--- config.mk ---
export PLATFORM = sky130hd
export DESIGN_NAME = framer_err_ctrl
export DESIGN_NICKNAME = d
export VERILOG_FILES = /design/src/hw/framer_err_pkg.sv /design/src/hw/framer_err_ctrl.sv
export SDC_FILE = /design/constraint.sdc
export NUM_CORES = 1
export LEC_CHECK = 0
export BUFFER_PORTS_ARGS = -buffer_cell sky130_fd_sc_hd__buf_2
export CORE_MARGIN = 10
export CORE_UTILIZATION = 45
export DETAILED_ROUTE_END_ITERATION = 12
export PLACE_DENSITY = 0.76
export SLEW_MARGIN = 40
export SYNTH_ARGS = -nofsm -noshare
export SYNTH_HDL_FRONTEND = slang
export SYNTH_SLANG_ARGS = --single-unit
--- constraint.sdc ---
create_clock -name clk -period 2.04 [get_ports clk]
set_input_delay 0 -clock clk [delete_from_list [all_inputs] [get_ports clk]]
set_output_delay 0 -clock clk [all_outputs]
set_load 0.01 [all_outputs]
--- src/hw/framer_err_pkg.sv ---
/*
  shared constants for the framer error count and insert control block:
  register indices, bit positions, reset values, framing patterns.
  assumes a 32-bit apb slave where byte address = 4 * register index.
*/
package framer_err_pkg;
  // register indices, byte address is index * 4
  localparam logic [7:0] IDX_CTRL_ONE   = 8'h10;
  localparam logic [7:0] IDX_CTRL_TWO   = 8'h11;
  localparam logic [7:0] IDX_INSERT     = 8'h12;
  localparam logic [7:0] IDX_LINE_CFG   = 8'h14;
  localparam logic [7:0] IDX_STATUS     = 8'h15;
  // reset values
  localparam logic [7:0] RST_CTRL_ONE   = 8'h00;
  localparam logic [7:0] RST_CTRL_TWO   = 8'h00;
  localparam logic [7:0] RST_INSERT     = 8'h00;
  localparam logic [7:0] RST_LINE_CFG   = 8'h00;
  // control one fields
  localparam int B_LINE_STD   = 0;
  localparam int B_CBIT_EN    = 1;
  // control two fields
  localparam int B_SRC_LO     = 1;
  localparam int B_OOF_COUNT  = 3;
  localparam int B_AUTO_DEF   = 4;
  localparam int B_FORCE_FEBE = 5;
  localparam int B_RESYNC     = 7;
  localparam logic [7:0] MASK_CTRL_TWO = 8'hbf; // bit 6 not implemented
  // error insert control fields
  localparam int B_BPV        = 0;
  localparam int B_EXZ        = 1;
  localparam int B_PPAR       = 2;
  localparam int B_CPPAR      = 3;
  localparam int B_FRAME      = 4;
  localparam int B_TYPE_LO    = 5;
  localparam int B_MANUAL     = 7;
  // line config field
  localparam int B_BINARY     = 0;
  // frame error counter source codes
  localparam logic [1:0] SRC_OOF    = 2'h0;
  localparam logic [1:0] SRC_BOTH   = 2'h1;
  localparam logic [1:0] SRC_FONLY  = 2'h2;
  localparam logic [1:0] SRC_MONLY  = 2'h3;
  // far-end block error codes
  localparam logic [2:0] FEBE_NULL   = 3'h7;
  localparam logic [2:0] FEBE_ACTIVE = 3'h0;
  // e3 alignment words
  localparam logic [9:0] FAS_NORMAL  = 10'h3d0;
  localparam logic [9:0] FAS_ONE_BIT = 10'h3f0;
  localparam logic [9:0] FAS_INVERT  = 10'h02f;
  // framing error burst lengths in frames
  localparam logic [2:0] BURST_ONE    = 3'h1;
  localparam logic [2:0] BURST_F_DS3  = 3'h4;
  localparam logic [2:0] BURST_M_DS3  = 3'h3;
  localparam logic [2:0] BURST_E3     = 3'h4;
endpackage

--- src/hw/framer_err_ctrl.sv ---
/*
  framer error count qualifying, far-end block error coding, receive
  resync and transmit error insertion for one ds3/e3 channel.
  assumes the formatter and receive framer share clk and give one-cycle
  pulses on clk; the manual insert pin is asynchronous.
*/
// Functional notes
// - ds3 counter source: oof, f+m, f, m
// - e3 counter source: oof, fas bits, words
// - oof gating of overhead counters by enable
// - auto defeat only in c-bit parity ds3
// - auto report zeroes subframe four c bits
// - m, f, cp errors or oof trigger report
// - defeated: setting 0 gives 111, 1 000
// - resync bit rising edge resyncs once
// - bpv at next three ones, not binary
// - excess zeros suppress next substitution, not binary
// - p parity flips both p bits, ds3
// - cp parity flips three cp bits, c-bit
// - framing errors of chosen type, next frame
// - ds3 types: f, m, four f, three m
// - e3 types: one bit, inverted, four each
// - manual pulse inserts only enabled kinds
// - mode bit picks register or pin trigger
// - line standard: 0 e3, 1 ds3
// - c-bit enable: 0 m23, 1 c-bit parity
`timescale 1ns/1ps
`default_nettype none
module framer_err_ctrl #(
  parameter int ADDR_W = 12
) (
  // clock, reset, enable
  input  wire logic              clk,
  input  wire logic              srst,
  input  wire logic              ce,
  // apb slave
  input  wire logic              psel,
  input  wire logic              penable,
  input  wire logic              pwrite,
  input  wire logic [ADDR_W-1:0] paddr,
  input  wire logic [31:0]       pwdata,
  output logic [31:0]            prdata,
  output logic                   pready,
  output logic                   pslverr,
  // manual insert pin, asynchronous
  input  wire logic              manual_error_insert_input,
  // receive framer events
  input  wire logic              rx_oof,
  input  wire logic              rx_oof_start,
  input  wire logic              rx_f_bit_error,
  input  wire logic              rx_m_bit_error,
  input  wire logic              rx_fas_bit_error,
  input  wire logic              rx_fas_word_error,
  input  wire logic              rx_p_parity_error,
  input  wire logic              rx_cp_parity_error,
  input  wire logic              rx_febe_seen,
  // transmit formatter timing
  input  wire logic              tx_frame_start,
  input  wire logic              tx_three_ones,
  input  wire logic              tx_sub_chance,
  // counter advance pulses
  output logic                   frame_error_count_inc,
  output logic                   p_parity_count_inc,
  output logic                   cp_parity_count_inc,
  output logic                   febe_count_inc,
  // receive framer control
  output logic                   rx_resync,
  // transmit insertion controls
  output logic [2:0]             tx_febe_code,
  output logic                   tx_bpv_insert,
  output logic                   tx_sub_suppress,
  output logic                   tx_p_invert,
  output logic                   tx_cp_invert,
  output logic                   tx_f_invert,
  output logic                   tx_m_invert,
  output logic [9:0]             tx_fas_word
);

  // refuse widths without upper address bits
  if (ADDR_W < 11 || ADDR_W > 32) begin : g_addr_w_check
    $error("ADDR_W must lie between 11 and 32");
  end

  // registers
  logic [7:0] ctrl_one_reg;
  logic [7:0] ctrl_two_reg;
  logic [7:0] insert_reg;
  logic [7:0] line_cfg_reg;
  logic [7:0] insert_prev_reg;
  logic       resync_prev_reg;
  logic [1:0] pin_sync_reg;
  logic       pin_prev_reg;
  logic       pend_bpv_reg;
  logic       pend_exz_reg;
  logic       pend_p_reg;
  logic       pend_cp_reg;
  logic       pend_frame_reg;
  logic [1:0] frame_type_reg;
  logic [2:0] frames_left_reg;
  logic       febe_cond_reg;

  // mode decode
  wire        ds3      = ctrl_one_reg[framer_err_pkg::B_LINE_STD];
  wire        cbit     = ds3 & ctrl_one_reg[framer_err_pkg::B_CBIT_EN];
  wire        binary   = line_cfg_reg[framer_err_pkg::B_BINARY];
  wire [1:0]  src_sel  = ctrl_two_reg[framer_err_pkg::B_SRC_LO +: 2];
  wire        oof_ok   = ctrl_two_reg[framer_err_pkg::B_OOF_COUNT];
  wire        auto_def = ctrl_two_reg[framer_err_pkg::B_AUTO_DEF];
  wire        force_fe = ctrl_two_reg[framer_err_pkg::B_FORCE_FEBE];
  wire        manual   = insert_reg[framer_err_pkg::B_MANUAL];
  wire [1:0]  err_type = insert_reg[framer_err_pkg::B_TYPE_LO +: 2];

  // apb decode
  wire [7:0]  idx      = paddr[9:2];
  wire        setup    = psel & ~penable;
  wire        wr_done  = psel & penable & pready & pwrite;
  wire        hit_one  = idx == framer_err_pkg::IDX_CTRL_ONE;
  wire        hit_two  = idx == framer_err_pkg::IDX_CTRL_TWO;
  wire        hit_ins  = idx == framer_err_pkg::IDX_INSERT;
  wire        hit_line = idx == framer_err_pkg::IDX_LINE_CFG;
  wire        hit_stat = idx == framer_err_pkg::IDX_STATUS;
  wire        upper_ok = paddr[ADDR_W-1:10] == '0;
  wire        mapped   = upper_ok &
                         (hit_one | hit_two | hit_ins | hit_line | hit_stat);
  wire [7:0]  wbyte    = pwdata[7:0];
  wire [7:0]  status   = {frames_left_reg, febe_cond_reg, pend_frame_reg,
                          pend_cp_reg, pend_p_reg, pend_exz_reg | pend_bpv_reg};
  logic [7:0] rd_sel;

  // read mux, unmapped reads give zero
  always_comb begin
    rd_sel = 8'h00;
    if (!upper_ok)
      rd_sel = 8'h00;
    else if (hit_one)
      rd_sel = ctrl_one_reg;
    else if (hit_two)
      rd_sel = ctrl_two_reg;
    else if (hit_ins)
      rd_sel = insert_reg;
    else if (hit_line)
      rd_sel = line_cfg_reg;
    else if (hit_stat)
      rd_sel = status;
  end

  // no wait state: ready comes one cycle after setup
  always_ff @(posedge clk) begin
    if (srst) begin
      pready  <= 1'b0;
      pslverr <= 1'b0;
      prdata  <= 32'h0000_0000;
    end else if (ce) begin
      pready  <= setup;
      pslverr <= setup & ~mapped;
      if (setup && !pwrite)
        prdata <= {24'h00_0000, rd_sel};
    end
  end

  // software registers, status index is read only
  always_ff @(posedge clk) begin
    if (srst) begin
      ctrl_one_reg <= framer_err_pkg::RST_CTRL_ONE;
      ctrl_two_reg <= framer_err_pkg::RST_CTRL_TWO;
      insert_reg   <= framer_err_pkg::RST_INSERT;
      line_cfg_reg <= framer_err_pkg::RST_LINE_CFG;
    end else if (ce && wr_done && upper_ok) begin
      if (hit_one)
        ctrl_one_reg <= wbyte;
      else if (hit_two)
        ctrl_two_reg <= wbyte & framer_err_pkg::MASK_CTRL_TWO;
      else if (hit_ins)
        insert_reg <= wbyte;
      else if (hit_line)
        line_cfg_reg <= {7'h00, wbyte[framer_err_pkg::B_BINARY]};
    end
  end

  // pin synchroniser; only the second stage feeds the edge detect
  always_ff @(posedge clk) begin
    if (srst) begin
      pin_sync_reg    <= 2'h0;
      pin_prev_reg    <= 1'b0;
      insert_prev_reg <= 8'h00;
      resync_prev_reg <= 1'b0;
    end else if (ce) begin
      pin_sync_reg    <= {pin_sync_reg[0], manual_error_insert_input};
      pin_prev_reg    <= pin_sync_reg[1];
      insert_prev_reg <= insert_reg;
      resync_prev_reg <= ctrl_two_reg[framer_err_pkg::B_RESYNC];
    end
  end

  // trigger selection between register edges and pin edges
  wire        pin_rise = pin_sync_reg[1] & ~pin_prev_reg;
  wire [4:0]  bit_rise = insert_reg[4:0] & ~insert_prev_reg[4:0];
  wire [4:0]  trig     = manual ? (insert_reg[4:0] & {5{pin_rise}})
                                : bit_rise;
  // kinds that have no meaning in the current mode are dropped
  wire arm_bpv   = trig[framer_err_pkg::B_BPV] & ~binary;
  wire arm_exz   = trig[framer_err_pkg::B_EXZ] & ~binary;
  wire arm_p     = trig[framer_err_pkg::B_PPAR] & ds3;
  wire arm_cp    = trig[framer_err_pkg::B_CPPAR] & cbit;
  wire arm_frame = trig[framer_err_pkg::B_FRAME];

  // burst length for the chosen framing error type
  function automatic logic [2:0] burst_len(input logic is_ds3,
                                           input logic [1:0] kind);
    logic [2:0] n;
    n = framer_err_pkg::BURST_ONE;
    if (kind[1])
      n = !is_ds3 ? framer_err_pkg::BURST_E3
        : kind[0] ? framer_err_pkg::BURST_M_DS3
                  : framer_err_pkg::BURST_F_DS3;
    return n;
  endfunction

  // frame start: a pending burst begins, else a running one continues
  wire [2:0]  burst_now  = pend_frame_reg ? burst_len(ds3, err_type)
                                          : frames_left_reg;
  wire [1:0]  type_now   = pend_frame_reg ? err_type : frame_type_reg;
  wire        burst_on   = tx_frame_start & (burst_now != 3'h0);
  wire [2:0]  left_next  = burst_now - 3'h1;
  wire        use_m      = ds3 & type_now[0];
  wire [9:0]  fas_bad    = type_now[0] ? framer_err_pkg::FAS_INVERT
                                       : framer_err_pkg::FAS_ONE_BIT;

  // pending insertions; a new arm wins over a same-cycle consume
  always_ff @(posedge clk) begin
    if (srst) begin
      pend_bpv_reg   <= 1'b0;
      pend_exz_reg   <= 1'b0;
      pend_p_reg     <= 1'b0;
      pend_cp_reg    <= 1'b0;
      pend_frame_reg <= 1'b0;
    end else if (ce) begin
      pend_bpv_reg   <= arm_bpv | (pend_bpv_reg & ~tx_three_ones);
      pend_exz_reg   <= arm_exz | (pend_exz_reg & ~tx_sub_chance);
      pend_p_reg     <= arm_p | (pend_p_reg & ~tx_frame_start);
      pend_cp_reg    <= arm_cp | (pend_cp_reg & ~tx_frame_start);
      pend_frame_reg <= arm_frame | (pend_frame_reg & ~tx_frame_start);
    end
  end

  // framing burst state
  always_ff @(posedge clk) begin
    if (srst) begin
      frames_left_reg <= 3'h0;
      frame_type_reg  <= 2'h0;
    end else if (ce && burst_on) begin
      frames_left_reg <= left_next;
      frame_type_reg  <= type_now;
    end
  end

  // transmit insertion outputs; per-frame levels change at frame start
  always_ff @(posedge clk) begin
    if (srst) begin
      tx_bpv_insert   <= 1'b0;
      tx_sub_suppress <= 1'b0;
      tx_p_invert     <= 1'b0;
      tx_cp_invert    <= 1'b0;
      tx_f_invert     <= 1'b0;
      tx_m_invert     <= 1'b0;
      tx_fas_word     <= framer_err_pkg::FAS_NORMAL;
    end else if (ce) begin
      tx_bpv_insert   <= pend_bpv_reg & tx_three_ones;
      tx_sub_suppress <= pend_exz_reg & tx_sub_chance;
      if (tx_frame_start) begin
        tx_p_invert  <= pend_p_reg;
        tx_cp_invert <= pend_cp_reg;
        tx_f_invert  <= burst_on & ds3 & ~use_m;
        tx_m_invert  <= burst_on & use_m;
        tx_fas_word  <= (burst_on & ~ds3) ? fas_bad
                                          : framer_err_pkg::FAS_NORMAL;
      end
    end
  end

  // far-end block error condition gathered over one transmit frame
  wire febe_event = rx_m_bit_error | rx_f_bit_error | rx_cp_parity_error |
                    rx_oof;
  logic [2:0] febe_next;

  // code chosen at each frame start; auto defeat only in c-bit ds3
  always_comb begin
    febe_next = framer_err_pkg::FEBE_NULL;
    if (!cbit)
      febe_next = framer_err_pkg::FEBE_NULL;
    else if (auto_def)
      febe_next = force_fe ? framer_err_pkg::FEBE_ACTIVE
                           : framer_err_pkg::FEBE_NULL;
    else if (febe_cond_reg || febe_event)
      febe_next = framer_err_pkg::FEBE_ACTIVE;
  end

  // condition sticks until the frame that reports it; event wins
  always_ff @(posedge clk) begin
    if (srst) begin
      febe_cond_reg <= 1'b0;
      tx_febe_code  <= framer_err_pkg::FEBE_NULL;
    end else if (ce) begin
      febe_cond_reg <= febe_event | (febe_cond_reg & ~tx_frame_start);
      if (tx_frame_start)
        tx_febe_code <= febe_next;
    end
  end

  // counter source select and oof gating
  wire        count_gate = oof_ok | ~rx_oof;
  logic       fe_hit;

  always_comb begin
    fe_hit = 1'b0;
    if (src_sel == framer_err_pkg::SRC_OOF)
      fe_hit = rx_oof_start;
    else if (ds3 && src_sel == framer_err_pkg::SRC_BOTH)
      fe_hit = count_gate & (rx_f_bit_error | rx_m_bit_error);
    else if (ds3 && src_sel == framer_err_pkg::SRC_FONLY)
      fe_hit = count_gate & rx_f_bit_error;
    else if (ds3)
      fe_hit = count_gate & rx_m_bit_error;
    else if (src_sel == framer_err_pkg::SRC_BOTH)
      fe_hit = count_gate & rx_fas_bit_error;
    else if (src_sel == framer_err_pkg::SRC_FONLY)
      fe_hit = count_gate & rx_fas_word_error;
  end

  // counter pulses and resync, all registered
  always_ff @(posedge clk) begin
    if (srst) begin
      frame_error_count_inc <= 1'b0;
      p_parity_count_inc    <= 1'b0;
      cp_parity_count_inc   <= 1'b0;
      febe_count_inc        <= 1'b0;
      rx_resync             <= 1'b0;
    end else if (ce) begin
      frame_error_count_inc <= fe_hit;
      p_parity_count_inc    <= count_gate & ds3 & rx_p_parity_error;
      cp_parity_count_inc   <= count_gate & cbit & rx_cp_parity_error;
      febe_count_inc        <= count_gate & cbit & rx_febe_seen;
      rx_resync             <= ctrl_two_reg[framer_err_pkg::B_RESYNC] &
                               ~resync_prev_reg;
    end
  end

endmodule
`default_nettype wire

# Word level (Yosys, flattened, before mapping)
# Index checks and enable logic that the tools add are counted.
[totals] regBits=77 latchBits=0 mem_bits_rw=0 rom_bits=0 n_memories=0
[classes] add_sub_neg=1 multipliers=0 div=0 order_cmp=0 eq_ne=7 shifts=0 n_mux=24 bitwise_logic=69 reduce_logical=17
[ops] op="8-bit 2-to-1 mux" n=6
[ops] op="8-bit by 5-bit equality test with 1-bit output (second input constant)" n=5
[ops] op="1-bit AND" n=37
[ops] op="3-bit 2-to-1 mux" n=8
[ops] op="10-bit 2-to-1 mux" n=2
[ops] op="1-bit bitwise OR" n=15
[ops] op="1-bit NOT" n=14
[ops] op="5-bit AND" n=2
[ops] op="1-bit 2-to-1 mux" n=7
[ops] op="1-bit logical AND" n=6
[ops] op="2-bit AND reduction" n=3
[ops] op="5-bit 2-to-1 mux" n=1
[ops] op="5-bit NOT" n=1
[ops] op="5-bit AND reduction" n=1
[ops] op="2-bit logical NOT" n=2
[ops] op="4-bit AND reduction" n=1
[ops] op="3-bit AND reduction" n=1
[ops] op="3-bit nonzero test" n=1
[ops] op="3-bit by 1-bit subtractor with 3-bit output (second input constant)" n=1
[ops] op="2-bit by 1-bit equality test with 1-bit output (second input constant)" n=1
[ops] op="2-bit equality test (second input constant)" n=1
[ops] op="1-bit logical NOT" n=1
[ops] op="1-bit logical OR" n=1

# Logic depth before layout (Yosys ltp)
[logic_depth] word_depth=9 depth_mapped=11 mapped_depth_nobuf=9

# Worst setup path after synthesis
# Ideal clock, no wire load.
[synth_timing] kind="reg2reg" from="register ctrl_one_reg[0]" to="register tx_fas_word[8]" setup_time_ps=119 arrival_time_ps=1903 required_time_ps=1921 slack_ps=18 path_stages_with_launch=12 path_buffers=2 period_less_slack_ps=2022 path_cell_list="dfxtp_1 -> clkbuf_1 -> nand2_1 -> nand3_1 -> nand2_1 -> ha_1 -> ha_1 -> and3b_1 -> clkbuf_1 -> nand2_1 -> nor2_1 -> o21bai_1"
[synth_between] elab_chain_len=7 elab_cells_between_ends=8
[synth_lines] element="start: declaration" line="framer_err_ctrl.sv:85" rtl="logic [7:0] ctrl_one_reg;"
[synth_lines] element="start signal: assignment" line="framer_err_ctrl.sv:164" rtl="ctrl_one_reg <= framer_err_pkg::RST_CTRL_ONE;"
[synth_lines] element="start signal: assignment" line="framer_err_ctrl.sv:170" rtl="ctrl_one_reg <= wbyte;"
[synth_lines] element="3-bit 2-to-1 mux" line="framer_err_ctrl.sv:213" rtl="n = !is_ds3 ? framer_err_pkg::BURST_E3"
[synth_lines] element="3-bit 2-to-1 mux" line="framer_err_ctrl.sv:212" rtl="if (kind[1])"
[synth_lines] element="3-bit 2-to-1 mux" line="framer_err_ctrl.sv:220" rtl="wire [2:0] burst_now = pend_frame_reg ? burst_len(ds3, err_type)"
[synth_lines] element="3-bit nonzero test" line="framer_err_ctrl.sv:223" rtl="wire burst_on = tx_frame_start & (burst_now != 3'h0);"
[synth_lines] element="1-bit AND" line="framer_err_ctrl.sv:223"
[synth_lines] element="1-bit AND (*)" line="framer_err_ctrl.sv:275" rtl="tx_fas_word <= (burst_on & ~ds3) ? fas_bad"
[synth_lines] element="10-bit 2-to-1 mux (*)" line="framer_err_ctrl.sv:275"
[synth_lines] element="end signal: assignment" line="framer_err_ctrl.sv:266" rtl="tx_fas_word <= framer_err_pkg::FAS_NORMAL;"
[synth_lines] element="end signal: assignment" line="framer_err_ctrl.sv:275"
[synth_lines] element="end: declaration" line="framer_err_ctrl.sv:76" rtl="output logic [9:0] tx_fas_word"
# Every way passes the cells marked *; elsewhere a longest branch is shown, timed or not.
# A chain may end at the register's enable or synchronous reset.

# Worst setup path after layout
[layout_timing] from="register insert_reg[5]" to="register frames_left_reg[0]"
[layout_between] elab_cells_between_ends=8
[layout_rtl] element="start: declaration" line="framer_err_ctrl.sv:87" rtl="logic [7:0] insert_reg;"
[layout_rtl] element="start signal: assignment" line="framer_err_ctrl.sv:166" rtl="insert_reg <= framer_err_pkg::RST_INSERT;"
[layout_rtl] element="start signal: assignment" line="framer_err_ctrl.sv:174" rtl="insert_reg <= wbyte;"
[layout_rtl] element="3-bit 2-to-1 mux" line="framer_err_ctrl.sv:214" rtl=": kind[0] ? framer_err_pkg::BURST_M_DS3"
[layout_rtl] element="3-bit 2-to-1 mux" line="framer_err_ctrl.sv:213"
[layout_rtl] element="3-bit 2-to-1 mux" line="framer_err_ctrl.sv:212"
[layout_rtl] element="3-bit 2-to-1 mux" line="framer_err_ctrl.sv:220"
[layout_rtl] element="3-bit by 1-bit subtractor with 3-bit output" line="framer_err_ctrl.sv:224" rtl="wire [2:0] left_next = burst_now - 3'h1;"
[layout_rtl] element="net left_next[0]" line="framer_err_ctrl.sv:224"
[layout_rtl] element="end signal: assignment" line="framer_err_ctrl.sv:252" rtl="frames_left_reg <= left_next;"
[layout_rtl] element="end: declaration" line="framer_err_ctrl.sv:99" rtl="logic [2:0] frames_left_reg;"
# The timed path passes the listed nets, and every way through them passes these cells.

==> key figures <==
Run status
  • Outcome: finished clean

Flow run
  • Max-Cap Viols: 0

Place
  • Buffers added on ports: 70
  • DP Area: about 3700 um2
  • DP Worst Slack: 221 ps
  • GPL Wtd Cong: just under 0.9
  • Placed insts: 532
  • Detail Placement HPWL: 6550 um

Critical path
  • CP startpoint: insert_reg[5]$_SDFFE_PP0P_
  • Worst-path fanout max: 7
  • Critical path data required time: 2290 ps
  • Critical path capture point type: flip-flop
  • CP startpoint kind: flip-flop
  • Worst r2r src: insert_reg[5]$_SDFFE_PP0P_
  • Crit Path Class: flip-flop to flip-flop
  • Critical Path AT: approximately 2000 ps
  • R2R setup slack: between 200 and 300 ps

Finish
  • Syn-to-layout area delta: 19.1%
  • Final design utilization: a little under three fifths
  • Antenna diodes: 0
  • Fill count: between 600 and 700
  • Most common cell after layout, fill and taps aside: buf_2
  • Design area: 4050 um2
  • Layout cell share with drive strength beyond 1: a little under a quarter
  • Most frequent cells in the layout: buf_2 (70), dfxtp_1 (68), nand2b_1 (39), nor2_1 (33), mux2i_1 (28)
  • Final cell count without fillers: 561
  • Fin nets: 522

STA
  • Final hold vios: 0
  • Slew headroom: approximately three fifths
  • Final worst slack: roughly 250 ps
  • Final period util: just under 90%
  • RSZ-0062 raised after global routing: no
  • Final setup TNS: 0 ps
  • Setup violators final: 0
  • Slew @ Worst Pin: 595 ps
  • Worst hold margin: 15.7 ps
  • Clk_skew: between 6 and 7 ps
  • Achievable frequency: approximately 560 MHz
  • Fin crit period: 1790 ps
  • Fin. max-slew vios: 0

Clock network
  • Clk slew on worst S/H paths: 70 ps
  • Clk_lat worst skew: 350 ps
  • CTS buffer count: 9
  • CTS sink count: 68
  • CTS H-tree lvls: 3
  • CTS tree: done
  • Clk root buf: clkbuf_8
  • Deepest clock path buffer count: 2

Global route
  • Gr ovfl total: 0
  • Number of global-route vias before repair: between 2,000 and 3,000
  • Largest net degree at the start of global routing: 57
  • Initial antenna violation count: 0
  • Global Route Usage Sum: between 15 and 20%
  • Global-route wire length before repair: between 10,000 and 15,000 um

Pwr
  • Pleak: 1.75 nW
  • P_int: between 2 and 2.5 mW
  • Total Power: between 2 and 3 mW
  • Power density over the cells: ~700 nW/um2
  • Net Sw Power: about 0.63 mW
  • Comb pwr share: approximately 7.3%
  • Max VDD drop: slightly below 0.3 mV
  • Flop pwr share: a little under half
  • Clock share of power: a little under half
  • Switching Share: ~22%

Yosys
  • Post-synthesis mux area share: under 10%
  • Synth top area cells: dfxtp_1 (40%), mux2i_1 (8.2%), buf_4 (7.3%), nand2b_1 (7.2%), nor2_1 (3.6%)
  • Sequential share of the synthesized area: about two fifths
  • Top cell type's share of synthesized area: 40.1%
  • EDFF count, synth: 0
  • Synthesis warning total: 0
  • Most used DFF post-synth: dfxtp_1
  • Post-Synth Simple-Gate Area: approximately a quarter
  • Synth Area in Adders: less than 1%
  • Synth Register Bits: 68
  • Mapped Cells: 387
  • Avg Cell Area, Syn: 8.78 um2
  • Ys async rst share: 0%
  • Post-synthesis compound-gate area fraction: around 16%
  • Synth cell types: 50
  • Post-Synth XOR/XNOR Area: 0%
  • Synthesized area: ~3400 um2
  • Largest family of logic cells by synthesized area: simple AND/OR/NAND/NOR gates
  • Synth area leader: dfxtp_1

Floorplanning
  • Initial Util: around 47%
  • Row count: 31
  • Die height: 107 um
  • Die Wd: between 100 and 150 um
  • Core Box Area: ~7300 um2
  • Total Die Area: between 10,000 and 15,000 um2
  • IO Pins: 121

Min path
  • Hold Path Class: primary input to flip-flop
  • Hold_sp: pwdata[1]

Route
  • Via count: 2,943
  • DRT Pass-1 Iters: 4
  • Post-DR vias/cell: around 5.2
  • DR iter-0 viols: between 200 and 250
  • Antenna-violating nets left: 0
  • WL final: between 8000 and 9000 um
  • Wire per inst: roughly 16 um
  • DRC: 0
[timing repair]
item,CTS,global route
buffers inserted,0,0
hold endpoints to repair,16,1
setup endpoints to repair,0,2
hold buffers,12,1
gates resized for setup,0,1
[synthesized netlist by cell type, types with 4 or more instances]
| cell type | count |
|---|---|
| nand3_1 | 8 |
| a32oi_1 | 8 |
| o21ai_1 | 16 |
| nand2_1 | 21 |
| a21oi_1 | 20 |
| nand2b_1 | 39 |
| a22oi_1 | 4 |
| nor3_1 | 5 |
| nand4_1 | 4 |
| nor2_1 | 33 |
| nor2b_1 | 12 |
| buf_4 | 33 |
| dfxtp_1 | 68 |
| o21ai_0 | 6 |
| clkbuf_1 | 16 |
| mux2_2 | 5 |
| a32o_1 | 4 |
| mux2i_1 | 28 |
[layout make-up]
type,instances,area [um2],area share (%)
Tap cell,99,124,3.06
Sequential cell,68,1360,33.6
Inverter,3,11.3,0.278
Multi-Input combinational cell,285,1780,44.1
Clock buffer,12,165,4.08
Timing Repair Buffer,90,533,13.2
Clock inverter,4,70.1,1.73
[logic make-up (layout without fill, tap and decap cells)]
logic type	after synthesis	after routing
AOI/OAI and AO/OA	79	79
muxes	33	33
buffers and inverters	57	109
and+or+nand+nor	147	147
adders and majority gates	2	2
other	1	24
DFF	68	68
[power by group through the flow]
stage / registers, mW / clock network, mW / logic, mW
3_5_place_dp: 1.37 / 0 / 0.184
2_1_floorplan: 1.37 / 0 / 0.151
3_3_place_gp: 1.37 / 0 / 0.181
6_report: 1.34 / 1.28 / 0.206
5_1_grt: 1.34 / 1.36 / 0.227
4_1_cts: 1.34 / 1.29 / 0.201
[worst paths after layout]
kind,endpoint,cells past startpoint
max,frames_left_reg[0]$_SDFFE_PP0P_,8
min,ctrl_one_reg[1]$_SDFFE_PP0P_,3
max reg2reg,frames_left_reg[0]$_SDFFE_PP0P_,8
min reg2reg,prdata[4]$_SDFFE_PP0P_,2
[per-layer routing]
metal / track usage (%) / vias to the layer above / wire [um]
li1: - / 1447 / -
met5: 0 / - / 0
met1: 16.4 / 1405 / 3600
met4: 6.67 / 0 / 182
met2: 26.5 / 77 / 4360
met3: 5.69 / 14 / 616
[critical path, cell delays in order, from the launching register on]
cell      delay (ps)
dfxtp_1          390
nand2_1           80
nand3_1          120
nand2_1           80
ha_1             180
ha_1             230
and3b_2          320
nor2_1            60
a311oi_1         230
No activity file was read; power rests on OpenSTA's default activity.
